==> src/logic/aht_defs.vh <==
`ifndef AHT_DEFS_VH
`define AHT_DEFS_VH

// compensated angle and readout resolutions
`define AHT_HYS_W        14
`define AHT_ANG_W        12
`define AHT_POS_W        21
`define AHT_WIN_W        6
`define AHT_REG_W        16

// one full turn in position codes, and the step sizes per mode
`define AHT_TURN_CODES   13'h1000
`define AHT_STEP180_BITS 11
`define AHT_STEP45_BITS  9

// primary serial register offsets
`define AHT_OFF_HELD     8'h20
`define AHT_OFF_STATUS   8'h22
`define AHT_OFF_TURNS    8'h2c
`define AHT_OFF_SUBTURN  8'h2e

// status field position
`define AHT_STA_DIR_BIT  0

// nonvolatile word holding the start option, and its field
`define AHT_NV_START_ADR 8'h1d
`define AHT_NV_START_HI  19
`define AHT_NV_START_LO  18

// start option encodings
`define AHT_START_ZERO0  2'b00
`define AHT_START_ZERO1  2'b01
`define AHT_START_ANGLE  2'b10
`define AHT_START_STEP   2'b11

// direction flag encodings; increasing is the reset value
`define AHT_DIR_INC      1'b0
`define AHT_DIR_DEC      1'b1

`endif

==> src/logic/aht_angle_turns.v <==
`timescale 1ns/1ps
`include "aht_defs.vh"
// Summary of operation
// window width is setting times 360/16384 degrees, at 14-bit resolution.
// held angle readable at 12-bit resolution in its own register.
// forward motion passes the angle straight to the held output.
// on reversal the output holds until the angle leaves the window.
// leaving on the tail side flips the head and the direction.
// direction flag reads 0 for increasing, 1 for decreasing.
// reset or self test: increasing direction, window behind start angle.
// turns source select 0 takes the zero-crossing path angle.
// 21-bit position: 12-bit angle plus 9 turn bits, sign-extended.
// turn count is upper 10 bits, or upper 12 in 45-degree mode.
// turn count range -512..511, or -2048..2047 in 45-degree mode.
// low bits latched as sub-turn field when the turn count is read.
// turn count readout sits at serial address 0x2c.
// start options 00 and 01 clear the position at power-up.
// start option 10 loads the measured angle at power-up.
// start option 11 loads distance past the lower step boundary.
// start option comes from nonvolatile word 0x1d bits 19:18.
// in 180-degree mode one counted turn is 2048 codes.
// one full rotation equals 4096 position codes.
// each sample after the first adds the signed shortest-path delta to the position.
// hysteresis follows the compensated stream, once per new sample.
module aht_angle_turns #(
  parameter HW = `AHT_HYS_W,
  parameter AW = `AHT_ANG_W,
  parameter PW = `AHT_POS_W,
  parameter WW = `AHT_WIN_W,
  parameter RW = `AHT_REG_W
) (
  // clock and reset
  input  wire          clock,
  input  wire          rst_n,
  // compensated angle stream
  input  wire [HW-1:0] comp_angle,
  input  wire          comp_valid,
  // zero-crossing path angle stream
  input  wire [AW-1:0] zero_crossing_path,
  input  wire          zero_crossing_valid,
  // logic self test finished, one-cycle pulse
  input  wire          logic_self_test,
  // configuration levels
  input  wire [WW-1:0] window_width_setting,
  input  wire          step_45_select,
  input  wire          turns_src_sel,
  // nonvolatile configuration word load
  input  wire [7:0]    nv_addr,
  input  wire [23:0]   nv_data,
  input  wire          nv_load,
  // primary register read port
  input  wire [7:0]    reg_addr,
  input  wire          reg_rd,
  output reg  [RW-1:0] reg_rdata_q,
  output reg           reg_rvalid_q,
  // direct result outputs
  output reg  [AW-1:0] held_angle_readout,
  output reg           rotation_direction_flag,
  output reg  [RW-1:0] turn_count_q
);

  // sign-extend a turn field to the register width
  function [RW-1:0] turns_of;
    input [PW-1:0] pos;
    input          s45;
    begin
      if (s45)
        turns_of = {{(RW-(PW-`AHT_STEP45_BITS)){pos[PW-1]}},
                    pos[PW-1:`AHT_STEP45_BITS]};
      else
        turns_of = {{(RW-(PW-`AHT_STEP180_BITS)){pos[PW-1]}},
                    pos[PW-1:`AHT_STEP180_BITS]};
    end
  endfunction

  // sub-turn field of the position, zero-extended
  function [RW-1:0] sub_of;
    input [PW-1:0] pos;
    input          s45;
    begin
      if (s45)
        sub_of = {{(RW-`AHT_STEP45_BITS){1'b0}},
                  pos[`AHT_STEP45_BITS-1:0]};
      else
        sub_of = {{(RW-`AHT_STEP180_BITS){1'b0}},
                  pos[`AHT_STEP180_BITS-1:0]};
    end
  endfunction

  wire [HW-1:0] held_w;
  wire          dir_w;
  wire [PW-1:0] pos_w;
  wire          pos_primed_w;
  reg  [1:0]    start_opt_q;
  reg  [AW-1:0] src_angle_w;
  reg           src_vld_w;
  reg  [RW-1:0] subturn_q;
  reg  [RW-1:0] rdata_d;
  wire [RW-1:0] turns_now_w;

  // start option capture
  // later loads still update the option, but it only matters before the
  // first sample; after that the running sum no longer looks at it
  always @(posedge clock) begin
    if (!rst_n)
      start_opt_q <= `AHT_START_ZERO0;
    else if (nv_load && nv_addr == `AHT_NV_START_ADR)
      start_opt_q <= nv_data[`AHT_NV_START_HI:`AHT_NV_START_LO];
  end

  // turns source selection
  always @* begin
    // zero-crossing source
    if (!turns_src_sel) begin
      src_angle_w = zero_crossing_path;
      src_vld_w   = zero_crossing_valid;
    end else begin
      src_angle_w = comp_angle[HW-1:HW-AW];
      src_vld_w   = comp_valid;
    end
  end

  // window at 14 bits
  // compensated stream input
  aht_hyst_core #(
    .HW (HW),
    .WW (WW)
  ) u_hyst (
    .clock     (clock),
    .rst_n     (rst_n),
    .restart   (logic_self_test),
    .angle_in  (comp_angle),
    .angle_vld (comp_valid),
    .win_width (window_width_setting),
    .held_q    (held_w),
    .dir_q     (dir_w)
  );

  // position word
  aht_pos_accum #(
    .AW (AW),
    .PW (PW)
  ) u_accum (
    .clock     (clock),
    .rst_n     (rst_n),
    .angle_in  (src_angle_w),
    .angle_vld (src_vld_w),
    .start_opt (start_opt_q),
    .step45    (step_45_select),
    .pos_q     (pos_w),
    .primed_q  (pos_primed_w)
  );

  // turn field
  assign turns_now_w = turns_of(pos_w, step_45_select);

  // mirror results into output flops, one cycle behind the cores
  always @(posedge clock) begin
    if (!rst_n) begin
      held_angle_readout      <= {AW{1'b0}};
      rotation_direction_flag <= `AHT_DIR_INC;
      turn_count_q            <= {RW{1'b0}};
    end else begin
      // R2 12-bit held angle
      held_angle_readout      <= held_w[HW-1:HW-AW];
      // direction flag
      rotation_direction_flag <= dir_w;
      turn_count_q            <= turns_now_w;
    end
  end

  // read data decode; unmapped offsets answer zero
  always @* begin
    case (reg_addr)
      `AHT_OFF_HELD:    rdata_d = {{(RW-AW){1'b0}}, held_w[HW-1:HW-AW]};
      `AHT_OFF_STATUS:  rdata_d = {{(RW-2){1'b0}}, pos_primed_w, dir_w};
      // turns at 0x2c
      `AHT_OFF_TURNS:   rdata_d = turns_now_w;
      `AHT_OFF_SUBTURN: rdata_d = subturn_q;
      default:          rdata_d = {RW{1'b0}};
    endcase
  end

  // read answer one cycle after the strobe
  always @(posedge clock) begin
    if (!rst_n) begin
      reg_rdata_q  <= {RW{1'b0}};
      reg_rvalid_q <= 1'b0;
    end else begin
      reg_rvalid_q <= reg_rd;
      if (reg_rd)
        reg_rdata_q <= rdata_d;
    end
  end

  // sub-turn snapshot taken with the turn count read, so both halves
  // rebuild one common position even while the shaft keeps turning
  always @(posedge clock) begin
    if (!rst_n)
      subturn_q <= {RW{1'b0}};
    // latch on turns read
    else if (reg_rd && reg_addr == `AHT_OFF_TURNS)
      subturn_q <= sub_of(pos_w, step_45_select);
  end

endmodule // aht_angle_turns

==> src/logic/aht_hyst_core.v <==
`timescale 1ns/1ps
`include "aht_defs.vh"

// hysteresis window on the 14-bit compensated angle
module aht_hyst_core #(
  parameter HW = `AHT_HYS_W,
  parameter WW = `AHT_WIN_W
) (
  // clock and reset
  input  wire          clock,
  input  wire          rst_n,
  // restart after self test
  input  wire          restart,
  // angle stream
  input  wire [HW-1:0] angle_in,
  input  wire          angle_vld,
  input  wire [WW-1:0] win_width,
  // results
  output reg  [HW-1:0] held_q,
  output reg           dir_q
);

  reg           primed_q;
  wire [HW-1:0] diff_w;
  wire          ahead_w;
  wire [HW-1:0] mag_w;
  wire          out_w;

  // modular distance from the held head to the new sample
  assign diff_w  = angle_in - held_q;
  // forward in the current direction means the head advances
  assign ahead_w = (dir_q == `AHT_DIR_INC) ? ~diff_w[HW-1] & |diff_w
                                           : diff_w[HW-1];
  assign mag_w   = diff_w[HW-1] ? (~diff_w + {{(HW-1){1'b0}}, 1'b1})
                                : diff_w;
  // left the window on the tail side
  assign out_w   = ~ahead_w & (mag_w > {{(HW-WW){1'b0}}, win_width});

  // head, direction and first-sample capture
  always @(posedge clock) begin
    if (!rst_n || restart) begin
      held_q   <= {HW{1'b0}};
      dir_q    <= `AHT_DIR_INC;
      primed_q <= 1'b0;
    end else if (angle_vld) begin
      if (!primed_q) begin
        // window behind start
        held_q   <= angle_in;
        dir_q    <= `AHT_DIR_INC;
        primed_q <= 1'b1;
      end else if (ahead_w) begin
        // pass through forward
        held_q <= angle_in;
      end else if (out_w) begin
        // flip the head
        held_q <= angle_in;
        dir_q  <= ~dir_q;
      end
      // hold inside window
    end
  end

endmodule // aht_hyst_core

==> src/logic/aht_pos_accum.v <==
`timescale 1ns/1ps
`include "aht_defs.vh"

// 21-bit signed position accumulator with start options
module aht_pos_accum #(
  parameter AW = `AHT_ANG_W,
  parameter PW = `AHT_POS_W
) (
  // clock and reset
  input  wire          clock,
  input  wire          rst_n,
  // angle stream and configuration
  input  wire [AW-1:0] angle_in,
  input  wire          angle_vld,
  input  wire [1:0]    start_opt,
  input  wire          step45,
  // accumulated position
  output reg  [PW-1:0] pos_q,
  output reg           primed_q
);

  reg  [AW-1:0] prev_q;
  wire [AW-1:0] delta_w;
  reg  [PW-1:0] init_d;

  // shortest path: wraps through the 12-bit modulo difference
  assign delta_w = angle_in - prev_q;

  // start value chosen from the option
  always @* begin
    case (start_opt)
      `AHT_START_ANGLE: init_d = {{(PW-AW){1'b0}}, angle_in};
      `AHT_START_STEP: begin
        if (step45)
          init_d = {{(PW-`AHT_STEP45_BITS){1'b0}},
                    angle_in[`AHT_STEP45_BITS-1:0]};
        else
          init_d = {{(PW-`AHT_STEP180_BITS){1'b0}},
                    angle_in[`AHT_STEP180_BITS-1:0]};
      end
      default: init_d = {PW{1'b0}};
    endcase
  end

  // power-up load, then running sum of signed steps
  always @(posedge clock) begin
    if (!rst_n) begin
      pos_q    <= {PW{1'b0}};
      prev_q   <= {AW{1'b0}};
      primed_q <= 1'b0;
    end else if (angle_vld) begin
      prev_q <= angle_in;
      if (!primed_q) begin
        // start value
        pos_q    <= init_d;
        primed_q <= 1'b1;
      end else begin
        // signed delta added
        pos_q <= pos_q + {{(PW-AW){delta_w[AW-1]}}, delta_w};
      end
    end
  end

endmodule // aht_pos_accum

==> config.mk <==
export PLATFORM = sky130hd
export DESIGN_NAME = aht_angle_turns
export DESIGN_NICKNAME = d
export VERILOG_FILES = /design/src/logic/aht_angle_turns.v /design/src/logic/aht_hyst_core.v /design/src/logic/aht_pos_accum.v
export VERILOG_INCLUDE_DIRS = /design/src /design/src/logic
export SDC_FILE = /design/constraint.sdc
export NUM_CORES = 1
export LEC_CHECK = 0
export BUFFER_PORTS_ARGS = -buffer_cell sky130_fd_sc_hd__buf_4
export CORE_MARGIN = 5
export CORE_UTILIZATION = 55
export CTS_BUF_LIST = sky130_fd_sc_hd__clkbuf_4 sky130_fd_sc_hd__clkbuf_8 sky130_fd_sc_hd__clkbuf_16
export DETAILED_ROUTE_END_ITERATION = 10
export GPL_ROUTABILITY_DRIVEN = 0
export HOLD_SLACK_MARGIN = 0.05
export PLACE_DENSITY = 0.85
export REMOVE_ABC_BUFFERS = 1
export SLEW_MARGIN = 20
export SYNTH_ARGS = -nofsm -noshare
export SYNTH_HDL_FRONTEND = slang
export SYNTH_SLANG_ARGS = --single-unit
==> constraint.sdc <==
create_clock -name clock -period 6.98 [get_ports clock]
set_clock_uncertainty 0.05 [all_clocks]
set_input_delay 0 -clock clock [delete_from_list [all_inputs] [get_ports clock]]
set_output_delay 0 -clock clock [all_outputs]
set_load 0.01 [all_outputs]
; ---- Word-level counts from Yosys, hierarchy flattened
; Cells that the tools add are included.
[op_classes]
reduce_logical = 7
n_mux = 16
bitwise = 6
n_eq_ne = 10
n_addsub = 4
n_lt_le_gt_ge = 1
[ops]
columns = cell, n
row1 = $pmux 16 s4, 1
row2 = $mux 14, 4
row3 = $pmux 21 s2, 1
row4 = $mux 11, 3
row5 = $eq 8x6->1 const B, 4
row6 = $add 21x21->21, 1
row7 = $mux 21, 1
row8 = $add 14x1->14 const B, 1
row9 = $gt 14x6->1, 1
row10 = $not 14->14, 1
row11 = $reduce_or 14->1, 1
row12 = $sub 14x14->14, 1
row13 = $mux 12, 1
row14 = $sub 12x12->12, 1
row15 = $eq 8x5->1 const B, 1
row16 = $mux 1, 5
row17 = $eq 2x2->1 const B, 2
row18 = $ne 2x2->1 const B, 2
row19 = $ne 3x3->1 const B, 1
row20 = $not 1->1, 3
row21 = $reduce_and 3->1, 1
row22 = $and 1x1->1, 2
row23 = $logic_and 1x1->1, 2
row24 = $reduce_and 2->1, 1
row25 = other kinds (2), 2
[totals]
regBits = 110
out_inout_bits = 46
wordCells = 57

; ---- Depth between registers and ports, before layout
[depth]
ltp_word = 9
ltp_mapped = 27

; ---- Hierarchy
; Synthesis repeated with hierarchy kept, for this count alone.
[unflattened]
hier_cells = 836
area_unflattened_um2 = 7279.5
[modules_own_cells]
columns = mod, cells_each, instances, area_per_inst_um2, seq_area_each_um2
row1 = aht_pos_accum, 351, 1, 2920.3, 680.7
row2 = aht_angle_turns, 236, 1, 2356.0, 1041.0
row3 = aht_hyst_core, 249, 1, 2003.2, 320.3

; ---- Worst setup path before layout
; OpenSTA, ideal clock, no wires.
[synth_path]
path_type = input to register
startpoint = in turns_src_sel
endpoint = reg u_accum.pos_q[20]
n_path_buf = 2
required_ns = 6.810
setup_time_ns = 0.120
path_stages = 22
arrival_ns = 4.693
path_slack_ns = 2.117
cell_sequence = clkbuf_1 > clkbuf_1 > mux2_2 > ha_1 > nor2b_1 > o21a_1 > o21ai_0 > a21o_1 > a21o_1 > a31oi_1 > xnor2_1 > ha_1 > a21o_1 > a21o_1 > a21oi_1 > nor2_1 > a21oi_1 > o211ai_1 > a41oi_1 > xor2_1 > and3_1 > o31a_1
[synth_via]
elab_chain_len = 4
word_cells_on_any_way = 5
[synth_rtl]
columns = item, line_no
row1 = start: declaration, aht_angle_turns.v:46  ; input wire turns_src_sel,
row2 = $mux 12, aht_angle_turns.v:114  ; if (!turns_src_sel) begin
row3 = named net src_angle_w[1], aht_angle_turns.v:95  ; reg [AW-1:0] src_angle_w;
row4 = $sub 12x12->12, aht_pos_accum.v:27  ; assign delta_w = angle_in - prev_q;
row5 = $add 21x21->21, aht_pos_accum.v:59  ; pos_q <= pos_q + {{(PW-AW){delta_w[AW-1]}}, delta_w};
row6 = $mux 21, aht_pos_accum.v:53  ; if (!primed_q) begin
row7 = end signal: assignment, aht_pos_accum.v:48  ; pos_q <= {PW{1'b0}};
row8 = end signal: assignment, aht_pos_accum.v:55  ; pos_q <= init_d;
row9 = end signal: assignment, aht_pos_accum.v:59
row10 = end: declaration, aht_pos_accum.v:18  ; output reg [PW-1:0] pos_q,
; The timed path passes the listed nets, and every way through them passes these cells.
; A chain may end at the register's enable or synchronous reset.

; ---- Worst setup path in the final report
[layout_path]
startpoint = in comp_angle[3]
endpoint = reg u_accum.pos_q[20]
[layout_via]
elab_chain_len = 4
[layout_rtl]
columns = item, line_no
row1 = start: declaration, aht_angle_turns.v:36  ; input wire [HW-1:0] comp_angle,
row2 = $mux 12, aht_angle_turns.v:114
row3 = named net src_angle_w[1], aht_angle_turns.v:95
row4 = $sub 12x12->12, aht_pos_accum.v:27
row5 = $add 21x21->21, aht_pos_accum.v:59
row6 = $mux 21, aht_pos_accum.v:53
; The timed path passes the listed nets, and every way through them passes these cells.

==> key figures <==
Final layout
  • FILL cells: 1016
  • FF+latch area: 2040 µm²
  • Fin cells: 1121
  • Area of the multi-input gates: 4540 µm²
  • NumNets Final: 1078
  • Layout Area Growth over Synthesis: 21.3%
  • Util after Layout: 67.5%
  • Fin area: 8410 µm²
  • Share of post-route cells with drive strength above 1: 15.8%

Synthesis
  • Seq/Total Area, Yosys: 29.4%
  • YS warnings: 0
  • Post-synthesis cell type count: 71
  • Top-count cell post-synth: nand2_1
  • Synth top area share: 29.4%
  • Post-synth top cells: nand2_1 (105), dfxtp_1 (102), nor2_1 (53)
  • Largest family of logic cells by synthesized area: compound AO/OA/AOI/OAI gates
  • EDFF count, synth: 0
  • Post-synth top area cell: dfxtp_1
  • Top FF cell, synth: dfxtp_1
  • Synth Area in Compound Gates: 22.2%
  • Multiplexer area fraction after synthesis: 6.42%
  • Largest cells by area after synthesis: dfxtp_1 (29%), ha_1 (9.2%), nand2_1 (5.7%), mux2i_1 (4.5%), xnor2_1 (3.5%)
  • Synth Instances: 836
  • Post-synth ARST share: 0%
  • Post-Synth Adder-Cell Area: 10.1%
  • Mapped cell area: 6930 µm²
  • Xor/xnor cell area share of the yosys netlist: 5.67%
  • Post-synthesis average cell area: 8.29 µm²
  • Simple-gate portion of the synthesized area: 20.7%
  • Flops & latches, synth: 102

Hold path
  • Worst hold path startpoint: zero_crossing_path[1]
  • WHS Endpoint: u_accum.prev_q[1]$_SDFFE_PN0P_
  • Hold crit path type: input port to flop
  • Hold Path Depth: 3

Routing
  • WL per Instance: 16.5 µm
  • Antenna-violating nets left: 0
  • Drt first pass iters: 6
  • Total number of vias: 6443
  • DR iter-0 viols: 464
  • Vias per Instance: 5.75
  • DRC Markers: 0
  • Final WL: 18.4 mm

Global route
  • Largest net degree at the start of global routing: 69
  • Vias in the first global route: 6146
  • Total GRT Usage: 24.6%
  • Initial antenna violation count: 2
  • First-pass GRT wire length: 29.3 mm
  • Gr ovfl total: 0

Timing
  • Final Setup Violations: 0
  • TNS Setup: 0 ns
  • Worst Tran Pin Value: 1.02 ns
  • Worst rel slew slack: 32.0%
  • Minimum clock period after layout: 5.16 ns
  • Max Clock Freq: 0.194 GHz
  • Final hold vios: 0
  • Period utilisation layout: 74.0%
  • Final Max Tran Viols: 0
  • Unrepaired setup endpoints after global routing: no

Critical path
  • Reg-to-reg endpoint: u_hyst.held_q[6]$_SDFFE_PP0P_
  • Crit-path slowest cell: xnor2_1
  • Startpoint types: input port
  • Setup CP Type: input port to flop
  • Worst EP required: 7.18 ns
  • FF-to-FF path depth: 20
  • R2r setup slk: 2.04 ns
  • Crit path max fanout: 10
  • Crit-path cells: dlygate4sd3_1, buf_4, mux2_2, ha_1, nor2b_1, o21a_1, o21ai_0, a21o_1, a21o_1, a31oi_1, xnor2_1, ha_1, a21o_1, a21o_1, a21oi_1, nor2_1, a21oi_1, o211ai_1, a41oi_1, xor2_1, nor4b_1, o31a_1
  • Crit Reg-Reg Startpoint: u_hyst.held_q[7]$_SDFFE_PP0P_
  • Crit. End Element: flop
  • Critical Path AT: 5.36 ns
  • Crit-path max cell delay: 0.76 ns
  • Cell mode on critical path: a21o_1

Floorplanning
  • # IOs: 127
  • Core ar.: 12500 µm²
  • Row count: 41
  • Die area: 15000 µm²
  • Height of the die: 122 µm
  • Die W: 122 µm
  • Initial Util: 55.6%

Clock network
  • Clock sink total: 102
  • CTS root buf: clkbuf_16
  • Post CTS Setup Buffer Count: 0
  • CTS tree: built
  • Clk buf depth: 2
  • CTS clock-pin slew for the worst setup and hold paths: 0.07 ns
  • CTS H-tree lvls: 3
  • Inserted Clock Buffers: 9
  • Clock Latency Late Sink: 0.36 ns

Run status
  • Outcome: complete, no violations

Placement
  • Post-DP HPWL: 13.5 mm
  • Placed instance area: 7760 µm²
  • Placed cell count: 1070
  • Port Buffer Count: 104

Power and ir drop
  • PwrDens: 214 nW/µm²
  • Final Power: 1.80 mW
  • Maximum vdd drop: 153 µV
  • Leakage: 3.66 nW

Job
  • Max-cap violation count: 0
==> how the worst max path moves through the flow <==
| stage | startpoint | endpoint | slack, ns | cells after the start |
|---|---|---|---|---|
| after global routing | comp_angle[3] | u_accum.pos_q[20]$_SDFFE_PN0P_ | 1.41 | 22 |
| after CTS | comp_angle[3] | u_accum.pos_q[20]$_SDFFE_PN0P_ | 1.84 | 22 |
| after floorplan | turns_src_sel | u_accum.pos_q[20]$_SDFFE_PN0P_ | 2.70 | 20 |
| after global placement | turns_src_sel | u_accum.pos_q[20]$_SDFFE_PN0P_ | 1.93 | 21 |
| after detailed placement | turns_src_sel | u_accum.pos_q[20]$_SDFFE_PN0P_ | 1.84 | 21 |
| final | comp_angle[3] | u_accum.pos_q[20]$_SDFFE_PN0P_ | 1.82 | 22 |
==> cell families after synthesis <==
group           count (synthesis)
mux                            43
xor+xnor                       44
fa+ha+maj                      54
compound gates                210
flops                         102
simple gates                  292
buf+inv                        91
==> critical path: cells and delay by family <==
family,cells,cell delay (ns)
AO/OA/AOI/OAI,12,2.33
XOR/XNOR,2,0.97
adder cells (fa/ha/maj),2,0.73
buffers and inverters,2,0.71
multiplexers,1,0.32
AND/OR/NAND/NOR,3,0.29
==> power breakdown <==
group	switching [mW]	internal [mW]	total [mW]	leakage, nW
logic	0.357	0.301	0.658	2.69
registers	0.0276	0.611	0.639	0.831
clock network	0.238	0.264	0.502	0.138
==> flip-flops by register name (all words and copies together), names as in the netlist, 2 cells and up <==
signal	flops
subturn_q	11
u_accum.pos_q	21
held_angle_readout	12
u_hyst.held_q	14
turn_count_q	12
reg_rdata_q	13
start_opt_q	2
u_accum.prev_q	12
==> repair_timing <==
item                                   CTS  global route
hold buffers                            33             1
gates resized for setup                  0             0
endpoints found under the hold margin   40            12
==> final cells by class <==
cell class | count | area share, %
timing repair buffer | 141 | 13.6
antenna | 1 | 0.0298
clock inverter | 5 | 0.491
tap | 172 | 2.56
multi-input combinational | 643 | 54.0
inverter | 46 | 2.05
sequential | 102 | 24.3
clock buffer | 11 | 3.01
==> cells in the final DEF, fill, tap and decap left out, types with 15 or more instances in the layout <==
cell type      count
a21o_1            16
a21oi_1           36
a221oi_1          19
and2_1            22
buf_4            107
dfxtp_1          102
dlygate4sd3_1     34
ha_1              51
inv_1             46
mux2i_1           30
nand2_1          105
nor2_1            53
nor2b_1           29
nor3_1            16
o211a_1           15
o21ai_0           30
xnor2_1           28
xor2_1            15
==> through the flow <==
stage	worst slack, ns	hold slack, ns
floorplan	2.70	0.0602
global placement	1.93	0.203
detailed placement	1.84	0.201
CTS	1.84	0.0645
global route	1.41	0.0812
finish	1.82	0.0701
==> metal layers <==
| layer | global-route usage, % | vias up | routed length (µm) |
|---|---|---|---|
| met1 | 29.2 | 2992 | 7570 |
| li1 | - | 3190 | - |
| met4 | 11.5 | 2 | 566 |
| met2 | 43.3 | 220 | 9190 |
| met3 | 4.19 | 39 | 1110 |
| met5 | 0 | - | 9 |
No activity file was read; power rests on OpenSTA's default activity.
